<file path="src/inc/smr_map.vh">
// Constants for the supervision message responder: offsets, fields, codes.
// What this block does
// - A bad field value in a message triggers a value-error report.
// - Value-error report echoes the 7-char command and 3-char extension.
// - An out-of-sequence message triggers a sequence-violation report.
// - Sequence report echoes the 7-char command and 3-char extension.
// - Each of five alarms is always active, inactive or not available.
// - Frame-format alarm goes active on frame format faults.
// - Stream-content alarm goes active on invalid stream payload.
// - Inconsistency alarm goes active when frames contradict the setup.
// - Physical-interface alarm goes active on link faults.
// - Equipment alarm goes active on hardware or software malfunction.
// - An alarm-status request is answered by an alarm definition.
// - An alarm definition may also be sent when the status changes.
// - Alarm word is five chars in fixed order, each '0', '1' or 'X'.
// - Alarm definition carries an 8-char HH:MM:SS time of status start.
// - A stream-error request is answered with stream-error definitions.
// - A stream-error definition may also be sent when a stream changes.
// - Stream identifier is three hexadecimal characters, 000 to FFF.
// - Stream type is one decimal char 0 to 7, and 0 for a missing stream.
// - Error type char is F, C, I or N.
// - Frame count is six chars UU:LLL, upper 00-19, lower 000-249.
`ifndef SMR_MAP_VH
`define SMR_MAP_VH
`define SMR_REG_CTRL 4'h0
`define SMR_REG_TIME 4'h4
`define SMR_REG_STATUS 4'h8
`define SMR_REG_PEND 4'hc
`define SMR_CTRL_ALM_EN 0
`define SMR_CTRL_STR_EN 1
`define SMR_CTRL_RESET 2'h0
`define SMR_TIME_RESET 24'h00_0000
`define SMR_CMD_REPORT 56'h5052_4552_524f_52
`define SMR_CMD_ALARM 56'h414c_4152_4d53_54
`define SMR_CMD_STREAM 56'h5354_4552_524f_52
`define SMR_EXT_VALUE 24'h53_454d
`define SMR_EXT_SEQ 24'h50_5254
`define SMR_EXT_DEF 24'h44_4546
`define SMR_CH_SP 8'h20
`define SMR_CH_COLON 8'h3a
`define SMR_CH_ZERO 8'h30
`define SMR_CH_ONE 8'h31
`define SMR_CH_NA 8'h58
`define SMR_CH_F 8'h46
`define SMR_CH_C 8'h43
`define SMR_CH_I 8'h49
`define SMR_CH_N 8'h4e
`define SMR_LEN_REPORT 5'h17
`define SMR_LEN_DEF 5'h1a
`define SMR_ERR_NONE 2'h0
`define SMR_ERR_FORMAT 2'h1
`define SMR_ERR_CONTENT 2'h2
`define SMR_ERR_INCONS 2'h3
`define SMR_SLOTS 16
`define SMR_ENTRY_W 30
`endif

</file>
<file path="src/smr_stream_table.v">
// Stream error table: one write port, registered read port.
`timescale 1ns/10ps
`default_nettype none
module smr_stream_table (
	input wire sys_clk,
	input wire wr_en,
	input wire [3:0] wr_addr,
	input wire [29:0] wr_data,
	input wire [3:0] rd_addr,
	output reg [29:0] rd_data_q
);
	reg [29:0] mem [0:15];

	// The table holds data only, so it needs no reset; valid bits live outside.
	always @(posedge sys_clk) begin
		if (wr_en) begin
			mem[wr_addr] <= wr_data;
		end
		rd_data_q <= mem[rd_addr];
	end
endmodule
`default_nettype wire

</file>
<file path="src/smr_top.v">
// Supervision message responder: reports, alarm status and stream errors.
//
// The register offsets and the strobed register port were chosen for this implementation.
`timescale 1ns/10ps
`default_nettype none
`include "smr_map.vh"
module smr_top (
	input wire sys_clk,
	input wire rstn,
	input wire [3:0] reg_addr,
	input wire [31:0] reg_wdata,
	input wire reg_wr,
	input wire reg_rd,
	output reg [31:0] reg_rdata_q,
	input wire msg_valid,
	input wire [55:0] msg_cmd,
	input wire [23:0] msg_ext,
	input wire msg_value_err,
	input wire msg_seq_err,
	input wire alarm_req,
	input wire stream_req,
	input wire [4:0] alarm_active,
	input wire [4:0] alarm_avail,
	input wire sec_tick,
	input wire st_valid,
	input wire [3:0] st_slot,
	input wire [11:0] st_id,
	input wire [2:0] st_type,
	input wire st_missing,
	input wire [1:0] st_err,
	input wire [4:0] fc_upper,
	input wire [7:0] fc_lower,
	input wire tx_ready,
	output reg [7:0] tx_data_q,
	output reg tx_valid_q,
	output reg tx_last_q,
	output reg busy_q
);
	localparam ST_IDLE = 2'd0;
	localparam ST_FETCH = 2'd1;
	localparam ST_LOAD = 2'd2;
	localparam ST_SEND = 2'd3;

	reg [1:0] state_q;
	reg [1:0] ctrl_q;
	reg [23:0] tod_q;
	reg [23:0] tod_d;
	reg [23:0] stamp_q;
	reg [39:0] alm_prev_q;
	reg alm_pend_q;
	reg val_pend_q;
	reg seq_pend_q;
	reg [55:0] val_cmd_q;
	reg [23:0] val_ext_q;
	reg [55:0] seq_cmd_q;
	reg [23:0] seq_ext_q;
	reg [15:0] st_used_q;
	reg [15:0] st_pend_q;
	reg [3:0] rd_slot_q;
	reg [207:0] msg_q;
	reg [4:0] remain_q;
	wire [29:0] entry;
	wire [29:0] wr_entry;
	wire [2:0] type_eff;
	wire [23:0] up_dig;
	reg [39:0] alm_word;
	reg [15:0] pend_set;
	reg [15:0] pend_clr;
	integer i;

	function [7:0] hex_ch;
		input [3:0] n;
		begin
			if (n < 4'ha) begin
				hex_ch = `SMR_CH_ZERO + {4'h0, n};
			end else begin
				hex_ch = 8'h37 + {4'h0, n};
			end
		end
	endfunction

	function [23:0] dec3;
		input [7:0] v;
		reg [7:0] h;
		reg [7:0] t;
		reg [7:0] u;
		begin
			h = v / 8'd100;
			t = (v / 8'd10) % 8'd10;
			u = v % 8'd10;
			dec3 = {`SMR_CH_ZERO + h, `SMR_CH_ZERO + t, `SMR_CH_ZERO + u};
		end
	endfunction

	function [3:0] lowest;
		input [15:0] v;
		integer k;
		begin
			lowest = 4'h0;
			for (k = 15; k >= 0; k = k - 1) begin
				if (v[k]) begin
					lowest = k[3:0];
				end
			end
		end
	endfunction

	function [7:0] err_ch;
		input [1:0] e;
		begin
			case (e)
				`SMR_ERR_FORMAT: err_ch = `SMR_CH_F;
				`SMR_ERR_CONTENT: err_ch = `SMR_CH_C;
				`SMR_ERR_INCONS: err_ch = `SMR_CH_I;
				default: err_ch = `SMR_CH_N;
			endcase
		end
	endfunction

	// Alarm order is frame format, content, inconsistency, physical, equipment.
	// Bit 4 of the alarm inputs is the frame-format alarm.
	always @* begin
		alm_word = 40'h00_0000_0000;
		for (i = 0; i < 5; i = i + 1) begin
			if (!alarm_avail[4 - i]) begin
				alm_word[39 - 8 * i -: 8] = `SMR_CH_NA;
			end else if (alarm_active[4 - i]) begin
				alm_word[39 - 8 * i -: 8] = `SMR_CH_ONE;
			end else begin
				alm_word[39 - 8 * i -: 8] = `SMR_CH_ZERO;
			end
		end
	end

	// Time of day in BCD digits hh:mm:ss, advanced by the seconds tick.
	always @* begin
		tod_d = tod_q;
		if (sec_tick) begin
			tod_d[3:0] = tod_q[3:0] + 4'h1;
			if (tod_q[3:0] == 4'h9) begin
				tod_d[3:0] = 4'h0;
				tod_d[7:4] = tod_q[7:4] + 4'h1;
				if (tod_q[7:4] == 4'h5) begin
					tod_d[7:4] = 4'h0;
					tod_d[11:8] = tod_q[11:8] + 4'h1;
					if (tod_q[11:8] == 4'h9) begin
						tod_d[11:8] = 4'h0;
						tod_d[15:12] = tod_q[15:12] + 4'h1;
						if (tod_q[15:12] == 4'h5) begin
							tod_d[15:12] = 4'h0;
							tod_d[19:16] = tod_q[19:16] + 4'h1;
							if (tod_q[23:16] == 8'h23) begin
								tod_d[23:16] = 8'h00;
							end else if (tod_q[19:16] == 4'h9) begin
								tod_d[19:16] = 4'h0;
								tod_d[23:20] = tod_q[23:20] + 4'h1;
							end
						end
					end
				end
			end
		end
		if (reg_wr && reg_addr == `SMR_REG_TIME) begin
			tod_d = reg_wdata[23:0];
		end
	end

	assign type_eff = st_missing ? 3'h0 : st_type;
	assign wr_entry = {st_id, type_eff, st_err, fc_upper, fc_lower};
	// The upper frame count never exceeds two digits, so its hundreds is cut.
	assign up_dig = dec3({3'h0, entry[12:8]});

	smr_stream_table u_table (
		.sys_clk(sys_clk),
		.wr_en(st_valid),
		.wr_addr(st_slot),
		.wr_data(wr_entry),
		.rd_addr(rd_slot_q),
		.rd_data_q(entry)
	);

	// A stream request marks every filled slot; a change marks its own slot.
	always @* begin
		pend_set = 16'h0000;
		pend_clr = 16'h0000;
		if (stream_req) begin
			pend_set = st_used_q;
		end
		if (st_valid && ctrl_q[`SMR_CTRL_STR_EN]) begin
			pend_set[st_slot] = 1'b1;
		end
		if (state_q == ST_IDLE && !val_pend_q && !seq_pend_q && !alm_pend_q) begin
			if (st_pend_q != 16'h0000) begin
				pend_clr[lowest(st_pend_q)] = 1'b1;
			end
		end
	end

	always @(posedge sys_clk or negedge rstn) begin
		if (!rstn) begin
			tod_q <= `SMR_TIME_RESET;
			stamp_q <= `SMR_TIME_RESET;
			alm_prev_q <= 40'h00_0000_0000;
			ctrl_q <= `SMR_CTRL_RESET;
			st_used_q <= 16'h0000;
			st_pend_q <= 16'h0000;
			reg_rdata_q <= 32'h0000_0000;
		end else begin
			tod_q <= tod_d;
			alm_prev_q <= alm_word;
			if (alm_word != alm_prev_q) begin
				stamp_q <= tod_q;
			end
			if (reg_wr && reg_addr == `SMR_REG_CTRL) begin
				ctrl_q <= reg_wdata[1:0];
			end
			if (st_valid) begin
				st_used_q[st_slot] <= 1'b1;
			end
			// Set wins over clear so a change during a send is not lost.
			st_pend_q <= (st_pend_q & ~pend_clr) | pend_set;
			reg_rdata_q <= 32'h0000_0000;
			if (reg_rd) begin
				case (reg_addr)
					`SMR_REG_CTRL: reg_rdata_q <= {30'h0000_0000, ctrl_q};
					`SMR_REG_TIME: reg_rdata_q <= {8'h00, tod_q};
					`SMR_REG_STATUS: reg_rdata_q <= {15'h0000, alarm_active,
						alarm_avail, 1'b0, alm_pend_q, seq_pend_q, val_pend_q,
						busy_q, state_q};
					`SMR_REG_PEND: reg_rdata_q <= {16'h0000, st_pend_q};
					default: reg_rdata_q <= 32'h0000_0000;
				endcase
			end
		end
	end

	// Error reports hold one pending event per variant; a newer one overwrites.
	always @(posedge sys_clk or negedge rstn) begin
		if (!rstn) begin
			val_pend_q <= 1'b0;
			seq_pend_q <= 1'b0;
			alm_pend_q <= 1'b0;
			val_cmd_q <= 56'h00_0000_0000_0000;
			val_ext_q <= 24'h00_0000;
			seq_cmd_q <= 56'h00_0000_0000_0000;
			seq_ext_q <= 24'h00_0000;
		end else begin
			if (state_q == ST_IDLE) begin
				if (val_pend_q) begin
					val_pend_q <= 1'b0;
				end else if (seq_pend_q) begin
					seq_pend_q <= 1'b0;
				end else if (alm_pend_q) begin
					alm_pend_q <= 1'b0;
				end
			end
			if (msg_valid && msg_value_err) begin
				val_pend_q <= 1'b1;
				val_cmd_q <= msg_cmd;
				val_ext_q <= msg_ext;
			end
			if (msg_valid && msg_seq_err) begin
				seq_pend_q <= 1'b1;
				seq_cmd_q <= msg_cmd;
				seq_ext_q <= msg_ext;
			end
			if (alarm_req) begin
				alm_pend_q <= 1'b1;
			end
			if (alm_word != alm_prev_q && ctrl_q[`SMR_CTRL_ALM_EN]) begin
				alm_pend_q <= 1'b1;
			end
		end
	end

	// Message builder and character sender.
	always @(posedge sys_clk or negedge rstn) begin
		if (!rstn) begin
			state_q <= ST_IDLE;
			rd_slot_q <= 4'h0;
			msg_q <= {26{8'h00}};
			remain_q <= 5'h00;
			tx_data_q <= 8'h00;
			tx_valid_q <= 1'b0;
			tx_last_q <= 1'b0;
			busy_q <= 1'b0;
		end else begin
			case (state_q)
				ST_IDLE: begin
					busy_q <= 1'b0;
					if (val_pend_q) begin
						msg_q <= {`SMR_CMD_REPORT, `SMR_CH_SP, `SMR_EXT_VALUE,
							`SMR_CH_SP, val_cmd_q, `SMR_CH_SP, val_ext_q,
							24'h00_0000};
						remain_q <= `SMR_LEN_REPORT;
						busy_q <= 1'b1;
						state_q <= ST_SEND;
					end else if (seq_pend_q) begin
						msg_q <= {`SMR_CMD_REPORT, `SMR_CH_SP, `SMR_EXT_SEQ,
							`SMR_CH_SP, seq_cmd_q, `SMR_CH_SP, seq_ext_q,
							24'h00_0000};
						remain_q <= `SMR_LEN_REPORT;
						busy_q <= 1'b1;
						state_q <= ST_SEND;
					end else if (alm_pend_q) begin
						msg_q <= {`SMR_CMD_ALARM, `SMR_CH_SP, `SMR_EXT_DEF,
							`SMR_CH_SP, alm_word, `SMR_CH_SP,
							hex_ch(stamp_q[23:20]), hex_ch(stamp_q[19:16]),
							`SMR_CH_COLON,
							hex_ch(stamp_q[15:12]), hex_ch(stamp_q[11:8]),
							`SMR_CH_COLON,
							hex_ch(stamp_q[7:4]), hex_ch(stamp_q[3:0])};
						remain_q <= `SMR_LEN_DEF;
						busy_q <= 1'b1;
						state_q <= ST_SEND;
					end else if (st_pend_q != 16'h0000) begin
						rd_slot_q <= lowest(st_pend_q);
						busy_q <= 1'b1;
						state_q <= ST_FETCH;
					end
				end
				ST_FETCH: begin
					state_q <= ST_LOAD;
				end
				ST_LOAD: begin
					msg_q <= {`SMR_CMD_STREAM, `SMR_CH_SP, `SMR_EXT_DEF,
						`SMR_CH_SP, hex_ch(entry[29:26]), hex_ch(entry[25:22]),
						hex_ch(entry[21:18]), `SMR_CH_SP,
						`SMR_CH_ZERO + {5'h00, entry[17:15]}, `SMR_CH_SP,
						err_ch(entry[14:13]), `SMR_CH_SP,
						up_dig[15:0],
						`SMR_CH_COLON, dec3(entry[7:0])};
					remain_q <= `SMR_LEN_DEF;
					state_q <= ST_SEND;
				end
				ST_SEND: begin
					if (!tx_valid_q || tx_ready) begin
						if (remain_q != 5'h00) begin
							tx_data_q <= msg_q[207:200];
							tx_valid_q <= 1'b1;
							tx_last_q <= (remain_q == 5'h01);
							msg_q <= {msg_q[199:0], 8'h00};
							remain_q <= remain_q - 5'h01;
						end else begin
							tx_valid_q <= 1'b0;
							tx_last_q <= 1'b0;
							busy_q <= 1'b0;
							state_q <= ST_IDLE;
						end
					end
				end
				default: begin
					state_q <= ST_IDLE;
				end
			endcase
		end
	end
endmodule
`default_nettype wire
</file>
<file path="config.mk">
export PLATFORM = sky130hd
export DESIGN_NAME = smr_top
export DESIGN_NICKNAME = d
export VERILOG_FILES = /design/src/smr_stream_table.v /design/src/smr_top.v
export VERILOG_INCLUDE_DIRS = /design/src /design/src/inc
export SDC_FILE = /design/constraint.sdc
export NUM_CORES = 1
export LEC_CHECK = 0
export BUFFER_PORTS_ARGS = -buffer_cell sky130_fd_sc_hd__buf_2
export CORE_ASPECT_RATIO = 2
export CORE_MARGIN = 5
export CORE_UTILIZATION = 45
export DETAILED_ROUTE_END_ITERATION = 12
export PLACE_DENSITY_LB_ADDON = 0.15
export RECOVER_POWER = 50
export REMOVE_ABC_BUFFERS = 1
export SLEW_MARGIN = 5
export SYNTH_ARGS = -nofsm -noshare
export SYNTH_HDL_FRONTEND = slang
export SYNTH_SLANG_ARGS = --single-unit
</file>
<file path="constraint.sdc">
create_clock -name sys_clk -period 5.8 [get_ports sys_clk]
set_clock_uncertainty 0.15 [all_clocks]
set_input_delay 0.29 -clock sys_clk [delete_from_list [all_inputs] [get_ports sys_clk]]
set_output_delay 0.29 -clock sys_clk [all_outputs]
set_load 0.02 [all_outputs]
</file>
==> results of run 1 <==
-- cells in the mapped netlist, drive strengths merged, types with 29 or more instances --
cell    number
a21oi      110
mux2       200
nand2      261
a31oi       29
inv         67
nor3        32
clkbuf     155
buf         42
dfxtp       30
ha          39
dfrtp      515
a22o        53
mux4       152
o21ai      219
a22oi       35
nor2       209
edfxtp     480
a222oi      40
-- flip-flops by register name, indices dropped and copies added (netlist names), 30 cells and up --
signal,flops
seq_cmd_q,56
val_cmd_q,56
u_table.rd_data_q,30
u_table.mem,480
msg_q,208
-- critical path, delay by kind of cell, from the launching register on --
family / cells / cell delay (ns)
DFF: 1 / 0.42
and+or+nand+nor: 2 / 0.66
adders and majority gates: 1 / 1.16
buffers and inverters: 2 / 0.73
AOI/OAI and AO/OA: 3 / 1.59
-- layer usage --
metal,share of wire (%),routed length (um)
met1,39,46500
met2,52,61800
met3,4.8,5660
met4,4.1,4840
met5,0.065,77
-- logic make-up after synthesis --
logic type | count (synthesis) | synth area share, %
AND/OR/NAND/NOR | 664 | 6.99
multiplexers | 364 | 13.5
flip-flops | 1025 | 65.1
XOR/XNOR | 28 | 0.572
AO/OA/AOI/OAI | 660 | 10.2
other | 2 | 0.0175
adder cells (fa/ha/maj) | 39 | 1.14
buffers and inverters | 265 | 2.52
-- per-stage QoR --
stage | total power, uW | area (sq um) | util [%]
5_1_grt | 22500 | 50100 | 52.8
2_1_floorplan | 12700 | 42100 | -
4_1_cts | 21600 | 50300 | 53.0
3_5_place_dp | 14800 | 45300 | 47.8
3_3_place_gp | 14600 | 45300 | 47.8
6_report | 21400 | 50100 | 52.8
-- path summary, 6_finish.rpt --
check,startpoint,to,slack [ns],cells after the start
worst max-delay path,state_q[1]$_DFFE_PN0P_,msg_q[85]$_DFFE_PN0P_,0.82,8
worst min-delay path,st_slot[2],st_pend_q[3]$_DFF_PN0_,-0.02,3
worst max register to register,state_q[1]$_DFFE_PN0P_,msg_q[85]$_DFFE_PN0P_,0.82,8
worst min register to register,msg_q[166]$_DFFE_PN0P_,msg_q[166]$_DFFE_PN0P_,0.31,2
max in group asynchronous,rstn,msg_q[87]$_DFFE_PN0P_,1.45,3
min in group asynchronous,rstn,stamp_q[8]$_DFFE_PN0N_,0.09,2
-- area by class of cell --
cell class                      instances  area share [%]
Timing Repair Buffer                  422            6.05
Multi-Input combinational cell       1767            28.0
Clock buffer                          105            4.80
Sequential cell                      1025            55.7
Antenna cell                            8          0.0400
Tap cell                             1215            3.03
Clock inverter                         67            1.84
Inverter                               68           0.510
-- power groups by stage --
stage                     Clock [uW]  Combinational [uW]  Sequential (uW)
after detailed placement           0                5280             9520
after global placement             0                5160             9470
final                           6710                5330             9380
after floorplan                    0                3350             9320
after CTS                       6860                5390             9380
after global routing            7160                5880             9480
==> flow_metrics.py, run 1 <==
metrics = {
    "yosys": {
        "syn_avg_cell_area_sq_um": 14.1,
        "syn_area_sq_um": 42900,
        "synth_top_area_share_pct": 33.6,
        "netlist_top_cells_area": "edfxtp_1 34%, dfrtp_1 30%, mux4_2 8.0%",
        "synth.yosys.seq_area_share_pct": 65.1,
        "yosys_warnings": 0,
        "synth_cell_types": 80,
        "ys.flop_type": "dfrtp_1",
        "synthCells": 3047,
        "async_reset_ff_share_pct": 50.2,
        "yosysTopAreaCell": "edfxtp_1",
        "synth_edf_count": 480,
        "ys_seq_elements": 1025,
    },
    "setup_path": {
        "cp-start-kind": "register",
        "timing_worst_setup_path_type": "register to register",
        "max_stage_delay_ns": 1.16,
        "path_cells": "ha_1, inv_1, a21oi_1, nand2_1, a21o_4, buf_12, a2111oi_0, nor2_1",
        "crit_slowest_cell": "ha_1",
        "cp.required_ns": 6.20,
        "crit_arrival_ns": 5.38,
        "worstPathMaxFanout": 81,
        "endpoint_kind": "register",
    },
    "drt": {
        "wire_per_inst_um": 25.4,
        "routed_via_density": 5.83,
        "drc_errors": 0,
        "drtAntennaViolNets": 0,
        "drt-initial-drc-count": 1987,
        "first_pass_iters": 8,
        "vias": 27200,
        "routed_wl_um": 119000,
    },
    "clocking": {
        "clockRootBuffer": "clkbuf_16",
        "clock_sinks": 1025,
        "clk_path_buf_depth": 3,
        "h-tree-depth": 3,
        "cts_hold_buf": 165,
        "cts_setup_buffers": 0,
        "clkSlewWorstSetupHoldPaths_ns": 0.07,
        "insertion_delay_ns": 0.70,
        "tritoncts": "built",
        "cts_resized": 0,
        "cts_inserted_buffers": 92,
    },
    "sta": {
        "setup-violations-final": 0,
        "fin_setup_tns_ns": 0,
        "fin_ws_ns": 0.824,
        "fmax_ghz": 0.201,
        "period_share_pct": 85.8,
        "period_needed_ns": 4.98,
        "grt_setup_unrepaired": "false",
        "hold_viol_final": 2,
        "slew_violations": 535,
        "worst_pin_slew_ns": 3.53,
        "whs_ns": -0.0175,
        "slew_headroom_pct": -135,
    },
    "global_route": {
        "overflow": 0,
        "met3_usage_pct": 3.79,
        "met1_usage_pct": 28.2,
        "busiest_layer": "met2",
        "grt_pass1_vias": 28800,
        "met2_usage_pct": 41.6,
        "grt_pass1_wl_um": 181000,
        "grt_max_degree": 144,
        "grt_antenna_before_repair": 17,
        "grt_usage_pct": 23.3,
    },
    "floorplan": {
        "fp-row-count": 160,
        "fp.coreArea_sq_um": 94900,
        "start_util_pct": 45.2,
        "pin_count": 216,
        "dieHeight_um": 447,
        "die_w_um": 228,
        "die-area_sq_um": 102000,
    },
    "pwr": {
        "power.net_switching_uw": 6990,
        "seq_power_share_pct": 43.8,
        "p_leak_uw": 0.0187,
        "p_per_area_nw_per_um2": 428,
        "p_sw_share_pct": 32.6,
        "internal-power_uw": 14400,
        "clockPowerShare_pct": 31.3,
        "p_comb_share_pct": 24.9,
        "ir_drop_mv": 0.341,
    },
    "run_status": {
        "run_status": "finished, violations left",
        "violations": "negative hold slack, max-capacitance violations, max-slew violations",
    },
    "placement": {
        "port_buffers": 199,
        "dp.cells": 4332,
        "gp_congestion": 0.828,
        "dp_hpwl_um": 76800,
        "pre_cts_ws_ns": 0.995,
    },
    "layout": {
        "final_layout_size_suffix_gt1_share_pct": 21.2,
        "nets": 3588,
        "seq_area_sq_um": 27900,
        "finalNonFillerCells": 4677,
        "multiInputGateArea_sq_um": 14000,
        "final_common_cell": "dfrtp_1",
        "fillers": 8018,
        "syn_to_final_growth_pct": 16.8,
        "mostFrequentLayoutCells": "510 x dfrtp_1, 480 x edfxtp_1, 261 x nand2_1, 215 x o21ai_0, 199 x nor2_1",
    },
    "hold_path": {
        "hp-class": "input port to register",
    },
    "job": {
        "cap_viol_max_count": 8,
    },
}
No activity file was read; power rests on OpenSTA's default activity.
==> inputs of run 2 (changes only) <==
Settings changed: SYNTH_HIERARCHICAL set to 1.
==> run 2 against run 1 <==
- the run ends with max-capacitance violations, max-slew violations left
- clock-buffer cell count up 18
- first-iteration DRC count up 5.1%
- synthesized area grew 0.65%
==> flow_metrics.py, run 2 <==
metrics = {
    "placement": {
        "dp.cells": 4390,
        "dp_hpwl_um": 71200,
        "gp_congestion": 0.863,
        "placed_area_sq_um": 45400,
        "port_buffers": 199,
    },
    "yosys": {
        "async_reset_ff_share_pct": 50.2,
        "synthXorXnorAreaFrac_pct": 0.528,
        "synth_cell_types": 88,
        "yosysTopAreaCell": "edfxtp_1",
        "ys_seq_elements": 1025,
        "netlist_top_cells_area": "edfxtp_1 33%, dfrtp_1 30%, mux2_2 5.3%",
        "synth_compound_area_share_pct": 11.1,
        "synthCells": 3114,
        "synth_top_family_by_area": "multiplexers",
        "synth.area.mux_share_pct": 12.5,
        "ys.flop_type": "dfrtp_1",
        "yosysMostFrequentCell": "dfrtp_1",
        "synth_edf_count": 480,
        "synthAdderAreaFrac_pct": 1.24,
        "yosys-top-cells-count": "515 x dfrtp_1, 480 x edfxtp_1, 302 x nand2_1",
        "syn_avg_cell_area_sq_um": 13.9,
        "synth.yosys.seq_area_share_pct": 64.6,
        "synth_top_area_share_pct": 33.4,
        "yosys.area_share.simple_pct": 7.13,
        "syn_area_sq_um": 43200,
        "yosys_warnings": 6,
    },
    "drt": {
        "routed_wl_um": 114000,
        "drtAntennaViolNets": 0,
        "drt-initial-drc-count": 2089,
        "wire_per_inst_um": 24.1,
        "vias": 27600,
        "drc_errors": 0,
        "routed_via_density": 5.82,
        "first_pass_iters": 8,
    },
    "sta": {
        "setup-violations-final": 0,
        "fmax_ghz": 0.192,
        "whs_ns": 0.0780,
        "hold_viol_final": 0,
        "period_needed_ns": 5.22,
        "period_share_pct": 89.9,
        "worst_pin_slew_ns": 4.46,
        "slew_violations": 283,
        "grt_setup_unrepaired": "false",
        "slew_headroom_pct": -198,
    },
    "setup_path": {
        "endpoint_kind": "register",
        "path_common_cell": "ha_1",
        "max_stage_delay_ns": 0.60,
        "worstPathMaxFanout": 12,
        "cp.required_ns": 6.22,
        "timing_worst_setup_path_type": "register to register",
        "path_cells": "inv_1, ha_1, nor2b_1, a2111oi_1, nor2_1, maj3_1, a221oi_2, o211ai_2, a21oi_1, a31oi_1, ha_1, or4b_1, and3_1, ha_1, nand3_1, mux2i_1, nor3_1, a21oi_1",
        "crit_slowest_cell": "dfxtp_1",
        "crit_arrival_ns": 5.64,
        "cp-start-kind": "register",
    },
    "job": {
        "cap_viol_max_count": 6,
    },
    "layout": {
        "largest_reg_flops": 480,
        "reg_top3": "u_table/mem x480, msg_q x208",
        "syn_to_final_growth_pct": 15.8,
        "final_common_cell": "dfrtp_1",
        "regMostFlops": "u_table/mem",
        "mostFrequentLayoutCells": "511 x dfrtp_1, 480 x edfxtp_1, 301 x nand2_1, 227 x o21ai_0, 202 x mux2_2",
        "nets": 3650,
        "fin_area_sq_um": 50000,
        "finalNonFillerCells": 4735,
        "final_layout_size_suffix_gt1_share_pct": 18.2,
    },
    "floorplan": {
        "fp-row-count": 160,
        "dieHeight_um": 448,
        "die-area_sq_um": 103000,
        "fp.coreArea_sq_um": 95100,
        "start_util_pct": 45.4,
        "die_w_um": 229,
        "pin_count": 216,
    },
    "global_route": {
        "grt_antenna_before_repair": 11,
        "grt_pass1_vias": 29100,
        "overflow": 0,
        "grt_usage_pct": 22.1,
        "grt_max_degree": 182,
        "grt_pass1_wl_um": 175000,
    },
    "clocking": {
        "cts_setup_buffers": 0,
        "clock_sinks": 1025,
        "cts_inserted_buffers": 92,
        "clockRootBuffer": "clkbuf_16",
        "tritoncts": "built",
        "insertion_delay_ns": 0.69,
        "clkSlewWorstSetupHoldPaths_ns": 0.06,
        "clk_path_buf_depth": 3,
        "h-tree-depth": 3,
    },
    "pwr": {
        "p_per_area_nw_per_um2": 426,
        "p_leak_uw": 0.0188,
        "ir_drop_mv": 0.493,
        "power_uw": 21300,
    },
    "hold_path": {
        "hp-class": "input port to register",
    },
    "run_status": {
        "violations": "max-capacitance violations, max-slew violations",
        "run_status": "finished, violations left",
    },
}
## run 2: cell types whose count changed in the layout (fill, tap and decap cells not counted), sizes merged, moves of 7 or more
cell    before  now
or2         27    5
nor2       209  187
clkbuf     183  200
nor3        32   47
a211oi      13    6
a22oi       35   91
nand2      261  302
o21bai       5   16
mux4       152  122
bufinv      20    8
o21ai      219  232
## run 2: through the flow
step	worst slack (ns)	utilization [%]	setup TNS (ns)
after CTS	0.648	52.7	0
after detailed placement	0.652	47.7	0
after floorplan	-2.41	-	-363.35
after global routing	0.202	52.6	0
after global placement	0.704	47.7	0
final	0.583	52.6	0
## run 2: final timing paths
path | from | to | slack [ns] | cells after the start
worst max-delay path | u_table/rd_data_q[3]$_DFF_P_ | msg_q[14]$_DFFE_PN0P_ | 0.58 | 18
worst min-delay path | st_type[2] | u_table/mem[15][17]$_DFFE_PP_ | 0.08 | 2
worst max register to register | u_table/rd_data_q[3]$_DFF_P_ | msg_q[14]$_DFFE_PN0P_ | 0.58 | 18
worst min register to register | st_used_q[8]$_DFFE_PN0P_ | st_used_q[8]$_DFFE_PN0P_ | 0.31 | 1
max in group asynchronous | rstn | msg_q[22]$_DFFE_PN0P_ | 1.38 | 2
min in group asynchronous | rstn | val_cmd_q[3]$_DFFE_PN0P_ | 1.60 | 2
## run 2: cell type report
class,count,area (sq um)
diodes,7,17.5
clock buffers,123,2560
clock inverters,49,529
fillers,7983,45100
inverters,68,255
multi-input cells,1830,14200
flip-flops and latches,1025,27900
well taps,1215,1520
repair buffers,418,3010
## run 2: what timing repair did
action | in CTS | in global routing
endpoints found under the hold margin | 802 | 0
resized for setup | 0 | 0
hold buffers | 166 | 0
## run 2: kinds of logic (layout without fill, tap and decap cells)
group                      Yosys count  count (layout)
AOI/OAI and AO/OA                  722             722
xor gates and xnor gates            26              26
adders and majority gates           43              43
buffers and inverters              267             658
DFF                               1025            1025
muxes                              339             339
other                                2              17
and+or+nand+nor                    690             690
## run 2: critical path: cells and delay by family, from the launching register on
kind / cells / cell delay (ns)
buffers and inverters: 1 / 0.24
multiplexers: 1 / 0.07
AND/OR/NAND/NOR: 6 / 1.31
AO/OA/AOI/OAI: 6 / 1.50
adder cells (fa/ha/maj): 4 / 1.23
flip-flops: 1 / 0.60
## run 2: layer usage
metal	share of wire, %	vias up	global-route usage [%]
met1	38	14200	26.0
met4	4.1	8	9.28
met2	54	766	40.4
met3	4.5	210	3.24
met5	0.046	-	0
li1	-	12400	-
## run 2: power breakdown
group	switching, uW	internal, uW	leakage [uW]
registers	725	8680	0.0108
logic	3670	1990	0.00657
clock network	2740	3490	0.00151
total	7140	14200	0.0188
